--- config.mk ---
export PLATFORM = sky130hd
export DESIGN_NAME = codec_power_ctl
export DESIGN_NICKNAME = d
export VERILOG_FILES = /design/src/common/pwr_ctl_pkg.sv /design/src/core/offset_store.sv /design/src/core/codec_power_ctl.sv
export SDC_FILE = /design/constraint.sdc
export NUM_CORES = 1
export LEC_CHECK = 0
export BUFFER_PORTS_ARGS = -buffer_cell sky130_fd_sc_hd__buf_2
export CAP_MARGIN = 20
export CORE_AREA = 2 2 128 105
export CTS_BUF_LIST = sky130_fd_sc_hd__clkbuf_8 sky130_fd_sc_hd__clkbuf_16
export DETAILED_ROUTE_END_ITERATION = 10
export DIE_AREA = 0 0 130 107
export PLACE_DENSITY = 0.8
export SLEW_MARGIN = 30
export SYNTH_ARGS = -nofsm -noshare
export SYNTH_HDL_FRONTEND = slang
export SYNTH_SLANG_ARGS = --single-unit
--- constraint.sdc ---
create_clock -name pclk -period 3.2 [get_ports pclk]
set_input_delay 0.16 -clock pclk [delete_from_list [all_inputs] [get_ports pclk]]
set_output_delay 0.16 -clock pclk [all_outputs]
set_load 0.03 [all_outputs]
--- src/common/pwr_ctl_pkg.sv ---
/*
 * package for the codec power-mode and autocalibration controller:
 * offsets, fields, reset values, timing, states.
 * assumes a 20 MHz pclk and a one-cycle sample-rate strobe from outside.
 */
`default_nettype none

package pwr_ctl_pkg;
   // ---------------------------------------------------------------
   // register map (byte addresses, one word each)
   // ---------------------------------------------------------------
   localparam logic [7:0] ADDR_IFACE_CFG = 8'h00;
   localparam logic [7:0] ADDR_PWR_CTL = 8'h04;
   localparam logic [7:0] ADDR_TOTAL_PWR = 8'h08;
   localparam logic [7:0] ADDR_TEST_INIT = 8'h0C;
   localparam logic [7:0] ADDR_STATUS = 8'h10;
   localparam logic [7:0] ADDR_OFFSET = 8'h14;

   // interface configuration fields
   localparam int BIT_MODE_CHANGE = 0;
   localparam int BIT_AUTOCAL_REQ = 1;
   localparam int BIT_CAPTURE_EN = 2;
   localparam int BIT_PLAYBACK_EN = 3;
   // power-down control fields
   localparam int BIT_CAPTURE_OFF = 0;
   localparam int BIT_PLAYBACK_OFF = 1;
   localparam int BIT_MIXER_OFF = 2;
   // total power-down field
   localparam int BIT_TOTAL_OFF = 0;
   // test and initialization field
   localparam int BIT_AUTOCAL_BUSY = 5;

   localparam logic [3:0] IFACE_CFG_RST = 4'h1; // starts in mode change
   localparam logic [31:0] BUSY_READ_VALUE = 32'h0000_0080;

   // ---------------------------------------------------------------
   // timing
   // ---------------------------------------------------------------
   localparam int CLK_HZ = 20_000_000;
   localparam int INIT_TIME_MS = 512;
   localparam int INIT_CYCLES = INIT_TIME_MS * (CLK_HZ / 1000);
   localparam int EXIT_SAMPLES = 1;
   localparam int RESTORE_SAMPLES = 128;
   localparam int AUTOCAL_SAMPLES = 384;
   localparam int SAMPLE_CNT_W = 9;
   localparam int INIT_CNT_W = 24;

   // operating mode decoded from the power bits
   typedef enum logic [3:0] {
      MODE_OPERATING = 4'h0,
      MODE_TOTAL = 4'h3,
      MODE_STANDBY = 4'h4,
      MODE_MIXER_OFF = 4'h5,
      MODE_MIXER_ONLY = 4'h6,
      MODE_CAPTURE_OFF = 4'h7,
      MODE_PLAYBACK_OFF = 4'h8
   } pwr_mode_e;

   // main sequence, gray coded along init -> modechg -> cal -> run
   typedef enum logic [2:0] {
      ST_INIT = 3'b000,
      ST_MODECHG = 3'b001,
      ST_CAL = 3'b011,
      ST_RUN = 3'b010,
      ST_RESTORE = 3'b110,
      ST_TOTAL = 3'b111
   } seq_state_e;
endpackage : pwr_ctl_pkg

`default_nettype wire

--- src/core/offset_store.sv ---
/*
 * small register memory holding the converter offset compensation words.
 * assumes writes come only from calibration; read data registered.
 */
`default_nettype none

module offset_store (
   // clock and reset
   input wire logic pclk,
   input wire logic presetn,
   // write side
   input wire logic wr_en,
   input wire logic [1:0] wr_addr,
   input wire logic [15:0] wr_data,
   // read side
   input wire logic [1:0] rd_addr,
   output logic [15:0] rd_data
);
   logic [15:0] mem_q [4];
   logic [15:0] mem_d [4];
   logic [15:0] rd_d;
   logic [15:0] rd_q;

   // ---------------------------------------------------------------
   // storage: each entry only changes on its own write
   // ---------------------------------------------------------------
   genvar gi;
   generate
      for (gi = 0; gi < 4; gi++) begin : g_entry
         always_comb begin
            mem_d[gi] = mem_q[gi];
            if (wr_en && (wr_addr == 2'(gi))) begin
               mem_d[gi] = wr_data;
            end
         end
         always_ff @(posedge pclk or negedge presetn) begin
            if (!presetn) begin
               mem_q[gi] <= 16'h0000;
            end else begin
               mem_q[gi] <= mem_d[gi];
            end
         end
      end
   endgenerate

   // registered read port
   always_comb begin
      rd_d = mem_q[rd_addr];
   end
   always_ff @(posedge pclk or negedge presetn) begin
      if (!presetn) begin
         rd_q <= 16'h0000;
      end else begin
         rd_q <= rd_d;
      end
   end
   assign rd_data = rd_q;
endmodule : offset_store

`default_nettype wire

--- src/core/codec_power_ctl.sv ---
/*
 * power-mode and autocalibration controller with an APB register slave.
 * assumes synchronous sample_tick and sleep pin;
 * presetn is the reset pin.
 */
// Behaviour
// - total shutdown only accepted while mode change state is active.
// - clearing total shutdown reruns full initialization of about 512 ms.
// - total shutdown turns everything off, flushes both FIFOs, bus stays alive.
// - software power states entered by writing ones, no mode change needed.
// - capture and mixer off gives standby: mute, flush both FIFOs.
// - mixer off alone kills mixer and playback, flushes playback, mutes.
// - capture and playback off keeps mixer only, flushes both FIFOs.
// - capture off stops capture engine and gain stage, flushes capture FIFO.
// - playback off suspends playback engine and flushes playback FIFO.
// - software power-down keeps state; clearing in run restores over the restore state without reinitializing.
// - leave power-down within one sample, unmute after 128 more.
// - first mode change exit after reset always calibrates.
// - later mode change exits calibrate only when request bit set.
// - without calibration, stored offset values stay unchanged.
// - busy flag high for 384 sample periods during calibration.
// - transfers enabled during calibration wait until it completes.
// - during calibration capture data invalid, playback samples ignored.
// - while initializing writes dropped, reads return 80h.
// - sleep pin and reset override every software power state.
// - after power-up the device starts in mode change state.
`default_nettype none

module codec_power_ctl #(
   parameter int INIT_CYCLES = pwr_ctl_pkg::INIT_CYCLES
) (
   // clock and reset
   input wire logic pclk,
   input wire logic presetn,
   // apb slave
   input wire logic psel,
   input wire logic penable,
   input wire logic pwrite,
   input wire logic [7:0] paddr,
   input wire logic [31:0] pwdata,
   output logic [31:0] prdata,
   output logic pready,
   output logic pslverr,
   // sample rate strobe and pins
   input wire logic sample_tick,
   input wire logic hw_sleep_pin_n,
   input wire logic [15:0] cal_offset_in,
   // analog and engine controls
   output logic adc_on,
   output logic dac_on,
   output logic mixer_on,
   output logic vref_on,
   output logic pga_on,
   output logic outputs_mute,
   output logic capture_flush,
   output logic playback_flush,
   output logic capture_run,
   output logic playback_run,
   output logic capture_data_valid
);
   // ---------------------------------------------------------------
   // state
   // ---------------------------------------------------------------
   pwr_ctl_pkg::seq_state_e state_q, state_d;
   logic [3:0] cfg_q, cfg_d;
   logic [2:0] pwr_q, pwr_d;
   logic total_q, total_d;
   logic first_cal_q, first_cal_d;
   logic [23:0] init_cnt_q, init_cnt_d;
   logic [8:0] samp_cnt_q, samp_cnt_d;
   logic [31:0] rdata_q, rdata_d;
   logic ready_q, ready_d;
   logic err_q, err_d;
   logic [1:0] cal_idx_q, cal_idx_d;
   // registered control outputs
   logic adc_on_q, dac_on_q, mixer_on_q, vref_on_q, pga_on_q, mute_q;
   logic cflush_q, pflush_q, crun_q, prun_q, cvalid_q;
   logic adc_on_d, dac_on_d, mixer_on_d, vref_on_d, pga_on_d, mute_d;
   logic cflush_d, pflush_d, crun_d, prun_d, cvalid_d;

   pwr_ctl_pkg::pwr_mode_e mode;
   logic [15:0] offset_rd;
   logic acc, wr_acc, rd_acc, initializing, cal_wr;

   localparam logic [23:0] INIT_LAST = 24'(INIT_CYCLES - 1);
   localparam logic [8:0] AUTOCAL_LAST = 9'(pwr_ctl_pkg::AUTOCAL_SAMPLES - 1);
   localparam logic [8:0] RESTORE_LAST =
      9'(pwr_ctl_pkg::RESTORE_SAMPLES + pwr_ctl_pkg::EXIT_SAMPLES - 1);

   assign acc = psel && penable;
   assign wr_acc = acc && pwrite;
   assign rd_acc = acc && !pwrite;
   assign initializing = (state_q == pwr_ctl_pkg::ST_INIT);
   // one offset word per sample in the first four samples of calibration
   assign cal_wr = (state_q == pwr_ctl_pkg::ST_CAL) && sample_tick &&
      (samp_cnt_q < 9'h004);

   // offset compensation memory, only written by calibration
   offset_store u_offsets (
      .pclk(pclk),
      .presetn(presetn),
      .wr_en(cal_wr),
      .wr_addr(samp_cnt_q[1:0]),
      .wr_data(cal_offset_in),
      .rd_addr(cal_idx_q),
      .rd_data(offset_rd)
   );

   // ---------------------------------------------------------------
   // mode decode; total shutdown wins over the other bits
   // ---------------------------------------------------------------
   always_comb begin
      if (total_q) begin
         mode = pwr_ctl_pkg::MODE_TOTAL;
      end else begin
         case ({pwr_q[pwr_ctl_pkg::BIT_CAPTURE_OFF], pwr_q[pwr_ctl_pkg::BIT_PLAYBACK_OFF],
               pwr_q[pwr_ctl_pkg::BIT_MIXER_OFF]})
            3'b101, 3'b111: mode = pwr_ctl_pkg::MODE_STANDBY;
            3'b001, 3'b011: mode = pwr_ctl_pkg::MODE_MIXER_OFF;
            3'b110: mode = pwr_ctl_pkg::MODE_MIXER_ONLY;
            3'b100: mode = pwr_ctl_pkg::MODE_CAPTURE_OFF;
            3'b010: mode = pwr_ctl_pkg::MODE_PLAYBACK_OFF;
            default: mode = pwr_ctl_pkg::MODE_OPERATING;
         endcase
      end
   end

   // ---------------------------------------------------------------
   // register writes and sequence
   // ---------------------------------------------------------------
   always_comb begin
      state_d = state_q;
      cfg_d = cfg_q;
      pwr_d = pwr_q;
      total_d = total_q;
      first_cal_d = first_cal_q;
      init_cnt_d = init_cnt_q;
      samp_cnt_d = samp_cnt_q;
      cal_idx_d = cal_idx_q;
      // host writes; all dropped during initialization
      if (wr_acc && !initializing) begin
         case (paddr)
            pwr_ctl_pkg::ADDR_IFACE_CFG: cfg_d = pwdata[3:0];
            pwr_ctl_pkg::ADDR_PWR_CTL: pwr_d = pwdata[2:0];
            pwr_ctl_pkg::ADDR_TOTAL_PWR: begin
               // setting only takes effect inside mode change
               if (pwdata[pwr_ctl_pkg::BIT_TOTAL_OFF] && cfg_q[pwr_ctl_pkg::BIT_MODE_CHANGE]) begin
                  total_d = 1'b1;
               end else if (!pwdata[pwr_ctl_pkg::BIT_TOTAL_OFF] && total_q) begin
                  total_d = 1'b0;
                  state_d = pwr_ctl_pkg::ST_INIT;
                  init_cnt_d = 24'h000000;
               end
            end
            pwr_ctl_pkg::ADDR_OFFSET: cal_idx_d = pwdata[1:0];
            default: ;
         endcase
      end
      // software power-down cleared in run: restore over 1 + 128 samples
      if (state_q == pwr_ctl_pkg::ST_RUN && pwr_q != 3'b000 && pwr_d == 3'b000) begin
         state_d = pwr_ctl_pkg::ST_RESTORE;
         samp_cnt_d = 9'h000;
      end
      case (state_q)
         pwr_ctl_pkg::ST_INIT: begin
            init_cnt_d = init_cnt_q + 24'h000001;
            if (init_cnt_q == INIT_LAST) begin
               state_d = pwr_ctl_pkg::ST_MODECHG;
               // initialization restores the default interface config and power-down contents; offset index kept
               cfg_d = pwr_ctl_pkg::IFACE_CFG_RST;
               pwr_d = 3'b000;
            end
         end
         pwr_ctl_pkg::ST_MODECHG: begin
            if (total_q) begin
               state_d = pwr_ctl_pkg::ST_TOTAL;
            end else if (!cfg_d[pwr_ctl_pkg::BIT_MODE_CHANGE]) begin
               samp_cnt_d = 9'h000;
               if (first_cal_q || cfg_d[pwr_ctl_pkg::BIT_AUTOCAL_REQ]) begin
                  state_d = pwr_ctl_pkg::ST_CAL;
                  first_cal_d = 1'b0;
               end else begin
                  state_d = pwr_ctl_pkg::ST_RUN;
               end
            end
         end
         pwr_ctl_pkg::ST_CAL: begin
            if (sample_tick) begin
               samp_cnt_d = samp_cnt_q + 9'h001;
               if (samp_cnt_q == AUTOCAL_LAST) begin
                  state_d = pwr_ctl_pkg::ST_RUN;
               end
            end
         end
         pwr_ctl_pkg::ST_RUN: begin
            if (cfg_d[pwr_ctl_pkg::BIT_MODE_CHANGE]) begin
               state_d = pwr_ctl_pkg::ST_MODECHG;
            end
         end
         pwr_ctl_pkg::ST_RESTORE: begin
            if (sample_tick) begin
               samp_cnt_d = samp_cnt_q + 9'h001;
               if (samp_cnt_q == RESTORE_LAST) begin
                  state_d = pwr_ctl_pkg::ST_RUN;
               end
            end
         end
         pwr_ctl_pkg::ST_TOTAL: ; // left by the clear above or the sleep pin below
         default: state_d = pwr_ctl_pkg::ST_INIT;
      endcase
      // sleep pin forces a full restart, like reset
      if (!hw_sleep_pin_n) begin
         state_d = pwr_ctl_pkg::ST_INIT;
         init_cnt_d = 24'h000000;
         total_d = 1'b0;
         first_cal_d = 1'b1;
      end
   end

   // ---------------------------------------------------------------
   // apb read path and answer; zero wait states
   // ---------------------------------------------------------------
   always_comb begin
      rdata_d = 32'h0000_0000;
      err_d = 1'b0;
      ready_d = psel && !penable;
      if (psel && !penable) begin
         if (initializing) begin
            rdata_d = pwr_ctl_pkg::BUSY_READ_VALUE;
         end else begin
            case (paddr)
               pwr_ctl_pkg::ADDR_IFACE_CFG: rdata_d = {28'h0, cfg_q};
               pwr_ctl_pkg::ADDR_PWR_CTL: rdata_d = {29'h0, pwr_q};
               pwr_ctl_pkg::ADDR_TOTAL_PWR: rdata_d = {31'h0, total_q};
               pwr_ctl_pkg::ADDR_TEST_INIT:
                  rdata_d = 32'((state_q == pwr_ctl_pkg::ST_CAL)) <<
                     pwr_ctl_pkg::BIT_AUTOCAL_BUSY;
               pwr_ctl_pkg::ADDR_STATUS: rdata_d = {25'h0, state_q, mode};
               pwr_ctl_pkg::ADDR_OFFSET: rdata_d = {16'h0, offset_rd};
               default: err_d = 1'b1;
            endcase
         end
      end
   end

   // ---------------------------------------------------------------
   // control outputs from mode and sequence
   // ---------------------------------------------------------------
   always_comb begin
      logic live, cal, restoring;
      live = (state_q == pwr_ctl_pkg::ST_RUN) || (state_q == pwr_ctl_pkg::ST_RESTORE);
      cal = (state_q == pwr_ctl_pkg::ST_CAL);
      restoring = (state_q == pwr_ctl_pkg::ST_RESTORE);
      adc_on_d = live || cal;
      dac_on_d = live || cal;
      mixer_on_d = live || cal;
      pga_on_d = live || cal;
      vref_on_d = (state_q != pwr_ctl_pkg::ST_TOTAL) && (state_q != pwr_ctl_pkg::ST_INIT);
      // restore keeps outputs muted until the 128 samples have passed
      mute_d = !live || restoring;
      cflush_d = !live;
      pflush_d = !live;
      case (mode)
         pwr_ctl_pkg::MODE_TOTAL: begin
            adc_on_d = 1'b0;
            dac_on_d = 1'b0;
            mixer_on_d = 1'b0;
            pga_on_d = 1'b0;
            vref_on_d = 1'b0;
            mute_d = 1'b1;
            cflush_d = 1'b1;
            pflush_d = 1'b1;
         end
         pwr_ctl_pkg::MODE_STANDBY: begin
            adc_on_d = 1'b0;
            dac_on_d = 1'b0;
            mixer_on_d = 1'b0;
            pga_on_d = 1'b0;
            mute_d = 1'b1;
            cflush_d = 1'b1;
            pflush_d = 1'b1;
         end
         pwr_ctl_pkg::MODE_MIXER_OFF: begin
            dac_on_d = 1'b0;
            mixer_on_d = 1'b0;
            mute_d = 1'b1;
            pflush_d = 1'b1;
         end
         pwr_ctl_pkg::MODE_MIXER_ONLY: begin
            adc_on_d = 1'b0;
            dac_on_d = 1'b0;
            pga_on_d = 1'b0;
            cflush_d = 1'b1;
            pflush_d = 1'b1;
         end
         pwr_ctl_pkg::MODE_CAPTURE_OFF: begin
            adc_on_d = 1'b0;
            pga_on_d = 1'b0;
            cflush_d = 1'b1;
         end
         pwr_ctl_pkg::MODE_PLAYBACK_OFF: begin
            dac_on_d = 1'b0;
            pflush_d = 1'b1;
         end
         default: ;
      endcase
      // transfers only run outside calibration; enables wait for it
      crun_d = live && adc_on_d && cfg_q[pwr_ctl_pkg::BIT_CAPTURE_EN];
      prun_d = live && dac_on_d && cfg_q[pwr_ctl_pkg::BIT_PLAYBACK_EN];
      cvalid_d = live && adc_on_d;
   end

   // ---------------------------------------------------------------
   // registers
   // ---------------------------------------------------------------
   always_ff @(posedge pclk or negedge presetn) begin
      if (!presetn) begin
         state_q <= pwr_ctl_pkg::ST_INIT;
         cfg_q <= pwr_ctl_pkg::IFACE_CFG_RST;
         pwr_q <= 3'b000;
         total_q <= 1'b0;
         first_cal_q <= 1'b1;
         init_cnt_q <= 24'h000000;
         samp_cnt_q <= 9'h000;
         cal_idx_q <= 2'h0;
         rdata_q <= 32'h0000_0000;
         ready_q <= 1'b0;
         err_q <= 1'b0;
         adc_on_q <= 1'b0;
         dac_on_q <= 1'b0;
         mixer_on_q <= 1'b0;
         vref_on_q <= 1'b0;
         pga_on_q <= 1'b0;
         mute_q <= 1'b1;
         cflush_q <= 1'b1;
         pflush_q <= 1'b1;
         crun_q <= 1'b0;
         prun_q <= 1'b0;
         cvalid_q <= 1'b0;
      end else begin
         state_q <= state_d;
         cfg_q <= cfg_d;
         pwr_q <= pwr_d;
         total_q <= total_d;
         first_cal_q <= first_cal_d;
         init_cnt_q <= init_cnt_d;
         samp_cnt_q <= samp_cnt_d;
         cal_idx_q <= cal_idx_d;
         rdata_q <= rdata_d;
         ready_q <= ready_d;
         err_q <= err_d;
         adc_on_q <= adc_on_d;
         dac_on_q <= dac_on_d;
         mixer_on_q <= mixer_on_d;
         vref_on_q <= vref_on_d;
         pga_on_q <= pga_on_d;
         mute_q <= mute_d;
         cflush_q <= cflush_d;
         pflush_q <= pflush_d;
         crun_q <= crun_d;
         prun_q <= prun_d;
         cvalid_q <= cvalid_d;
      end
   end

   assign prdata = rdata_q;
   assign pready = ready_q;
   assign pslverr = err_q;
   assign adc_on = adc_on_q;
   assign dac_on = dac_on_q;
   assign mixer_on = mixer_on_q;
   assign vref_on = vref_on_q;
   assign pga_on = pga_on_q;
   assign outputs_mute = mute_q;
   assign capture_flush = cflush_q;
   assign playback_flush = pflush_q;
   assign capture_run = crun_q;
   assign playback_run = prun_q;
   assign capture_data_valid = cvalid_q;
endmodule : codec_power_ctl

`default_nettype wire

==> summary.md, run 1 <==
| Metric | Value |
|---|---|
| Post-synth top flop | dfrtp_1 |
| Global placement routability congestion | 0.9328 |
| YS warnings | 0 |
| Final Cell Area | 8204 µm² |
| Vias/cell | just under 6 |
| Crit path depth | 6 |
| Clk_lat worst skew | 0.42 ns |
| Max incr delay on CP | 0.55 ns |
| CP Max Fanout | 15 |
| Ys async rst share | 1.000 |
| Final nets | around 740 |
| Fin worst setup slack | 0.5382 ns |
| Relative slew margins | 0.4280 |
| Critical path data required time | ~3.5 ns |
| Port Buf Inserts | 63 |
| CTS buffer count | 17 |
| Slew @ Worst Pin | approximately 0.85 ns |
| Final hold violation count | 0 |
| Die area | about 14,000 µm² |
| Fillers | 939 |
| CTS max path bufs | 2 |
| CTS Sinks | 155 |
| Grt ovf | 0 |
| WP data arrival | a little under 3 ns |
| H-tree Lvls | 4 |
| Placed insts | 823 |
| N_diodes | 0 |
| Num rows | 37 |
| Worst Setup End Kind | flop |
| Drt total wl | 15.43 mm |
| Overall power | 4.123 mW |
| RSZ-0062 raised after global routing | false |
| Hold slack | 0.01499 ns |
| Shortest period the worst path allows | 2.662 ns |
| Initial Utilization | 0.5596 |
| Post-DP HPWL | between 10 and 15 mm |
| DRC errors left | 0 |
| Critical path class | reg2reg |
| CTS clock-pin slew for the worst setup and hold paths | 0.06 ns |
| Status | finished, final reports clean |
| WL per Instance | 17.94 µm |
| Initial antenna violation count | 1 |
| Via Count | 5,001 |
| Leak pwr | 3.935 nW |
| Post-synth EDFFs | 0 |
| CP startpoint kind | flop |
| # hold bufs at CTS | 6 |
| Die Wd | 130 µm |
| Die Ht | 107 µm |
| Post-route setup TNS | 0 ns |
| Layout area overhead | 15.99% |
| Fin cells | between 800 and 900 |
| Overall Global Routing Usage | 0.2375 |
| Yosys cell types | 56 |
| Mean Syn Cell Area | 11.83 µm² |
| Fmax | about 380 MHz |
| Core area | roughly 13,000 µm² |
| Critical path's slowest cell | dfrtp_1 |
| CTS tree | yes |
| Root Buffer | clkbuf_16 |
| Worst VDD drop | 0.4208 mV |
| Hold Crit Class | in2reg |
| Final core utilization | 0.6491 |
| Top delay family on crit path | simple AND/OR/NAND/NOR gates |
| Hold Crit Depth | 2 |
| Syn Inst Count | 598 |
| Seq/Total Area, Yosys | 0.5493 |
| Initial DRC Count | 339 |
| First-pass GRT wire length | 25.34 mm |
| IO Count | 108 |
| Cts repair resizes | 0 |
| R2R depth | 6 |
| Final Slew Violations | 0 |
| Vias in the first global route | 5,057 |
| Clock Skews | 0.007136 ns |
| DRT antenna net count | 0 |
| Setup violators final | 0 |
| Largest net degree at the start of global routing | between 80 and 90 |
| Post-Syn Area | 7073 µm² |
| Max-cap violations | 0 |
| Setup repair bufs after CTS | 0 |
| Cell Chain, Critical Path | or3_4, and2_4, and3_1, mux2_4, o311ai_4, o221ai_1 |
| Pwr dens | between 500 and 600 nW/µm² |
| Final worst-path cycle share | 0.8318 |
| Synthesized flop and latch total | ~160 |
| Share of cells above drive strength 1 | 0.3022 |
| Crit path buffers/inverters | 0 |
| Post-place setup slack | approximately 0.56 ns |
| Drt first pass iters | 5 |
| DP Area | approximately 7600 µm² |
worst register-to-register path, delay by kind of cell (launching register included):
family	cells	cell delay [ns]
AND/OR/NAND/NOR	3	0.93
AO/OA/AOI/OAI	2	0.63
flip-flops	1	0.55
multiplexers	1	0.40
kinds of logic after synthesis:
logic type,synth area share
adder cells (fa/ha/maj),0.008845
AND/OR/NAND/NOR,0.1327
XOR/XNOR,0.004954
buffers and inverters,0.03927
multiplexers,0.1711
flip-flops,0.5493
AO/OA/AOI/OAI,0.09341
other,0.0005302
cell usage in the layout (no fill, tap or decap), drive strengths merged, types with 4 or more instances in the layout:
master,count
inv,14
and3,13
conb,16
and2,15
or3,5
clkbuf,19
nand2,47
nand4,15
nor3,13
mux2,68
ha,5
dlygate4sd3,6
clkinv,5
a22oi,4
a21oi,11
nor2b,4
mux2i,8
buf,79
nor2,38
nor4,7
nor4b,4
o21ai,45
o31ai,4
dfrtp,150
mux4,16
nand3,14
a31oi,19
dfstp,5
report_power, final:
group / internal [mW] / switching [mW]
clock: 1.19 / 0.815
sequential: 1.96 / 0.00434
combinational: 0.0368 / 0.110
state kept, by name, indices dropped and copies added (netlist names), 2 cells and up:
register and cells:
u_offsets.rd_data 16, prdata 16, cfg_q 4, samp_cnt_q 9
cal_idx_q 2, u_offsets.mem_q 64, state_q 3, init_cnt_q 24
pwr_q 3
Yosys cell counts, types with 12 or more instances:
master | n | area [µm²]
nand3_1 | 14 | 70.07
mux2_2 | 67 | 754.5
nor3_1 | 12 | 60.06
nor2_1 | 38 | 142.6
buf_4 | 17 | 127.6
mux4_2 | 16 | 360.4
and2_1 | 14 | 87.58
dfrtp_1 | 150 | 3754
o21ai_0 | 45 | 225.2
clkbuf_1 | 24 | 90.09
a31oi_1 | 19 | 118.9
nand4_1 | 15 | 93.84
and3_1 | 13 | 81.33
nand2_1 | 47 | 176.4
metal layers:
layer | routed length, µm | track usage | part of all wire
met3 | 810 | 0.06637 | 0.052
met1 | 7033 | 0.3254 | 0.46
met5 | 13 | 0 | 0.00084
met2 | 7411 | 0.3736 | 0.48
met4 | 163 | 0.06836 | 0.011
path summary, 6_finish.rpt:
kind | startpoint | end | slack (ns)
setup reg to reg | state_q[0] | samp_cnt_q[6] | 0.54
min in group asynchronous | presetn | mixer_on | 0.35
setup / recovery | state_q[0] | samp_cnt_q[6] | 0.54
hold reg to reg | u_offsets.rd_data[14] | prdata[14] | 0.45
hold / removal | cal_offset_in[8] | u_offsets.mem_q[40] | 0.01
max in group asynchronous | presetn | playback_flush | 1.95
layout make-up:
| class | instances | area [µm²] | area share |
|---|---|---|---|
| repair buffers | 85 | 501.7 | 0.06116 |
| well taps | 175 | 219.0 | 0.02669 |
| flip-flops and latches | 155 | 3885 | 0.4735 |
| inverters | 11 | 41.29 | 0.005033 |
| multi-input cells | 403 | 2967 | 0.3616 |
| clock inverters | 12 | 137.6 | 0.01678 |
| clock buffers | 19 | 452.9 | 0.05521 |
No activity file was read; power rests on OpenSTA's default activity.
==> inputs of run 2 (changes only) <==
==> constraint.sdc (replaced) <==
create_clock -name pclk -period 2.77 [get_ports pclk]
set_input_delay 0.1385 -clock pclk [delete_from_list [all_inputs] [get_ports pclk]]
set_output_delay 0.1385 -clock pclk [all_outputs]
set_load 0.03 [all_outputs]
==> run 2 against run 1 <==
  * Worst setup slack worse by 0.19 ns
  * Total power is 19% higher
  * Routed wire length is 0.51% higher
  * Cell area is 2.6% higher
  * First-iteration DRC count is 22% higher
  * Critical path depth stayed put
  * Maximum frequency is 10% higher
  * Largest power group unchanged
==> summary.md, run 2 (synthesis gave the netlist of run 1 again) <==
| Metric | Value |
|---|---|
| Status | finished, final reports clean (unchanged) |
| Largest register FFs | 64 (unchanged) |
| Vias/cell | 5.780 (was 5.815) |
| Initial DRC Count | 414 (was 339) |
| Post-DP HPWL | 10.22 mm (was 10.12 mm) |
| IO Count | 108 (unchanged) |
| Final hold violation count | 0 (unchanged) |
| Layout area overhead | 19.05% (was 15.99%) |
| Slew @ Worst Pin | 0.8159 ns (was 0.8501 ns) |
| Overall power | 4.889 mW (was 4.123 mW) |
| Die area | 13,910 µm² (unchanged) |
| Reg with most FFs | u_offsets.mem_q (unchanged) |
| Root Buffer | clkbuf_16 (unchanged) |
| Cts repair resizes | 0 (unchanged) |
| Core area | 12,640 µm² (unchanged) |
| Final worst-path cycle share | 0.8730 (was 0.8318) |
| Final nets | 760 (was 741) |
| CP startpoint kind | flop (unchanged) |
| Commonest non-fill, non-tap cell in the layout | dfrtp_1 (unchanged) |
| Initial antenna violation count | 0 (was 1) |
| Drt first pass iters | 7 (was 5) |
| # hold bufs at CTS | 19 (was 6) |
| Multi-input gate area | 2967 µm² (unchanged) |
| Fin worst setup slack | 0.3518 ns (was 0.5382 ns) |
| Drt total wl | 15.51 mm (was 15.43 mm) |
| Fmax | 413.5 MHz (was 375.7 MHz) |
| Fillers | 877 (was 939) |
| Grt ovf | 0 (unchanged) |
| First-pass GRT wire length | 25.36 mm (was 25.34 mm) |
| CTS buffer count | 17 (unchanged) |
| Worst VDD drop | 0.5456 mV (was 0.4208 mV) |
| Port Buf Inserts | 63 (unchanged) |
| Share of cells above drive strength 1 | 0.3035 (was 0.3022) |
| Overall Global Routing Usage | 0.2408 (was 0.2375) |
| Hold Crit Class | in2reg (unchanged) |
| Pwr dens | 580.6 nW/µm² (was 502.5 nW/µm²) |
| N_diodes | 0 (unchanged) |
| Post-place setup slack | 0.1881 ns (was 0.5600 ns) |
| CTS tree | yes (unchanged) |
| Critical path class | reg2reg (unchanged) |
| CTS clock-pin slew for the worst setup and hold paths | 0.06 ns (about the same) |
| Max-cap violations | 0 (unchanged) |
| Leak pwr | 4.049 nW (was 3.935 nW) |
| Worst Setup End Kind | flop (unchanged) |
| CP Max Fanout | 9 (was 15) |
| Initial Utilization | 0.5596 (unchanged) |
| Clock Skews | 0.007092 ns (was 0.007136 ns) |
| Die Wd | 130 µm (unchanged) |
| Most frequent cells in the layout | 150 x dfrtp_1, 67 x mux2_2, 62 x buf_2, 47 x nand2_1, 45 x o21ai_0 (unchanged) |
| WP data arrival | 2.71 ns (was 2.94 ns) |
| DRC errors left | 0 (unchanged) |
| H-tree Lvls | 4 (unchanged) |
| Shortest period the worst path allows | 2.418 ns (was 2.662 ns) |
| Vias in the first global route | 5,012 (was 5,057) |
| Global placement routability congestion | 0.8992 (was 0.9328) |
| WL per Instance | 17.63 µm (was 17.94 µm) |
| CTS Sinks | 155 (unchanged) |
| Largest net degree at the start of global routing | 92 (was 85) |
| Via Count | 5,086 (was 5,001) |
| Clk_lat worst skew | 0.43 ns (was 0.42 ns) |
| Relative slew margins | 0.4560 (was 0.4280) |
| Num rows | 37 (unchanged) |
| Setup violators final | 0 (unchanged) |
| Setup repair bufs after CTS | 0 (unchanged) |
| Register area | 3885 µm² (unchanged) |
| Largest registers | u_offsets.mem_q x64, init_cnt_q x24 (unchanged) |
| CTS max path bufs | 2 (unchanged) |
| Critical path data required time | 3.06 ns (was 3.48 ns) |
| Post-route setup TNS | 0 ns (unchanged) |
| Final Slew Violations | 0 (unchanged) |
| RSZ-0062 raised after global routing | false (unchanged) |
| DRT antenna net count | 0 (unchanged) |
| Die Ht | 107 µm (unchanged) |
[run 2: cell count changes in the layout (fill, tap and decap cells not counted)]
cell	previous run	this run
clkinvlp_4	2	0
buf_12	0	1
clkinv_4	3	1
clkbuf_8	2	1
clkinv_2	2	3
inv_8	0	2
inv_6	3	5
dlygate4sd3_1	6	19
bufinv_16	2	3
buf_4	16	21
[run 2: final cells by class]
type	count	area share
Tap cell	175	0.02600
Inverter	11	0.004903
Clock inverter	14	0.02140
Multi-Input combinational cell	403	0.3523
Clock buffer	18	0.05215
Timing Repair Buffer	104	0.08187
Sequential cell	155	0.4614
[run 2: power breakdown]
group	switching, mW	total, mW	internal [mW]
Clock	0.966	2.43	1.46
Sequential	0.00567	2.27	2.27
Combinational	0.130	0.186	0.0559
[run 2: worst max-delay path, stage by stage, from the launching register on]
cell and delay, ns:
dfrtp_1 0.38, or3_4 0.43, and2_4 0.17, and3_1 0.27, mux2_4 0.39, o311ai_4 0.44, o221ai_1 0.19
[run 2: path summary, 6_finish.rpt]
path                       depth (start not counted)                  end  slack [ns]                   from
min reg2reg                                        1           prdata[11]        0.45  u_offsets.rd_data[11]
min in group asynchronous                          2             mixer_on        0.33                presetn
max                                                6        samp_cnt_q[6]        0.35             state_q[0]
max reg2reg                                        6        samp_cnt_q[6]        0.35             state_q[0]
min                                                2  u_offsets.mem_q[39]        0.02       cal_offset_in[7]
max in group asynchronous                          3        init_cnt_q[8]        1.58                presetn
[run 2: metrics by stage]
| step | area (µm²) | std cells | util | hold WS (ns) |
|---|---|---|---|---|
| global placement | 7611 | 829 | 0.6022 | 0.2495 |
| global route | 8421 | 880 | 0.6663 | 0.01096 |
| floorplan | 7129 | 613 | - | -0.1571 |
| detailed placement | 7611 | 829 | 0.6022 | 0.2632 |
| finish | 8421 | 880 | 0.6663 | 0.01774 |
| CTS | 8421 | 880 | 0.6663 | 0.007348 |
[run 2: routing by layer]
layer  wire (µm)  global-route usage
met2        7439              0.3766
met5           0                   0
met4         273             0.08679
met1        6906              0.3276
met3         892             0.06287
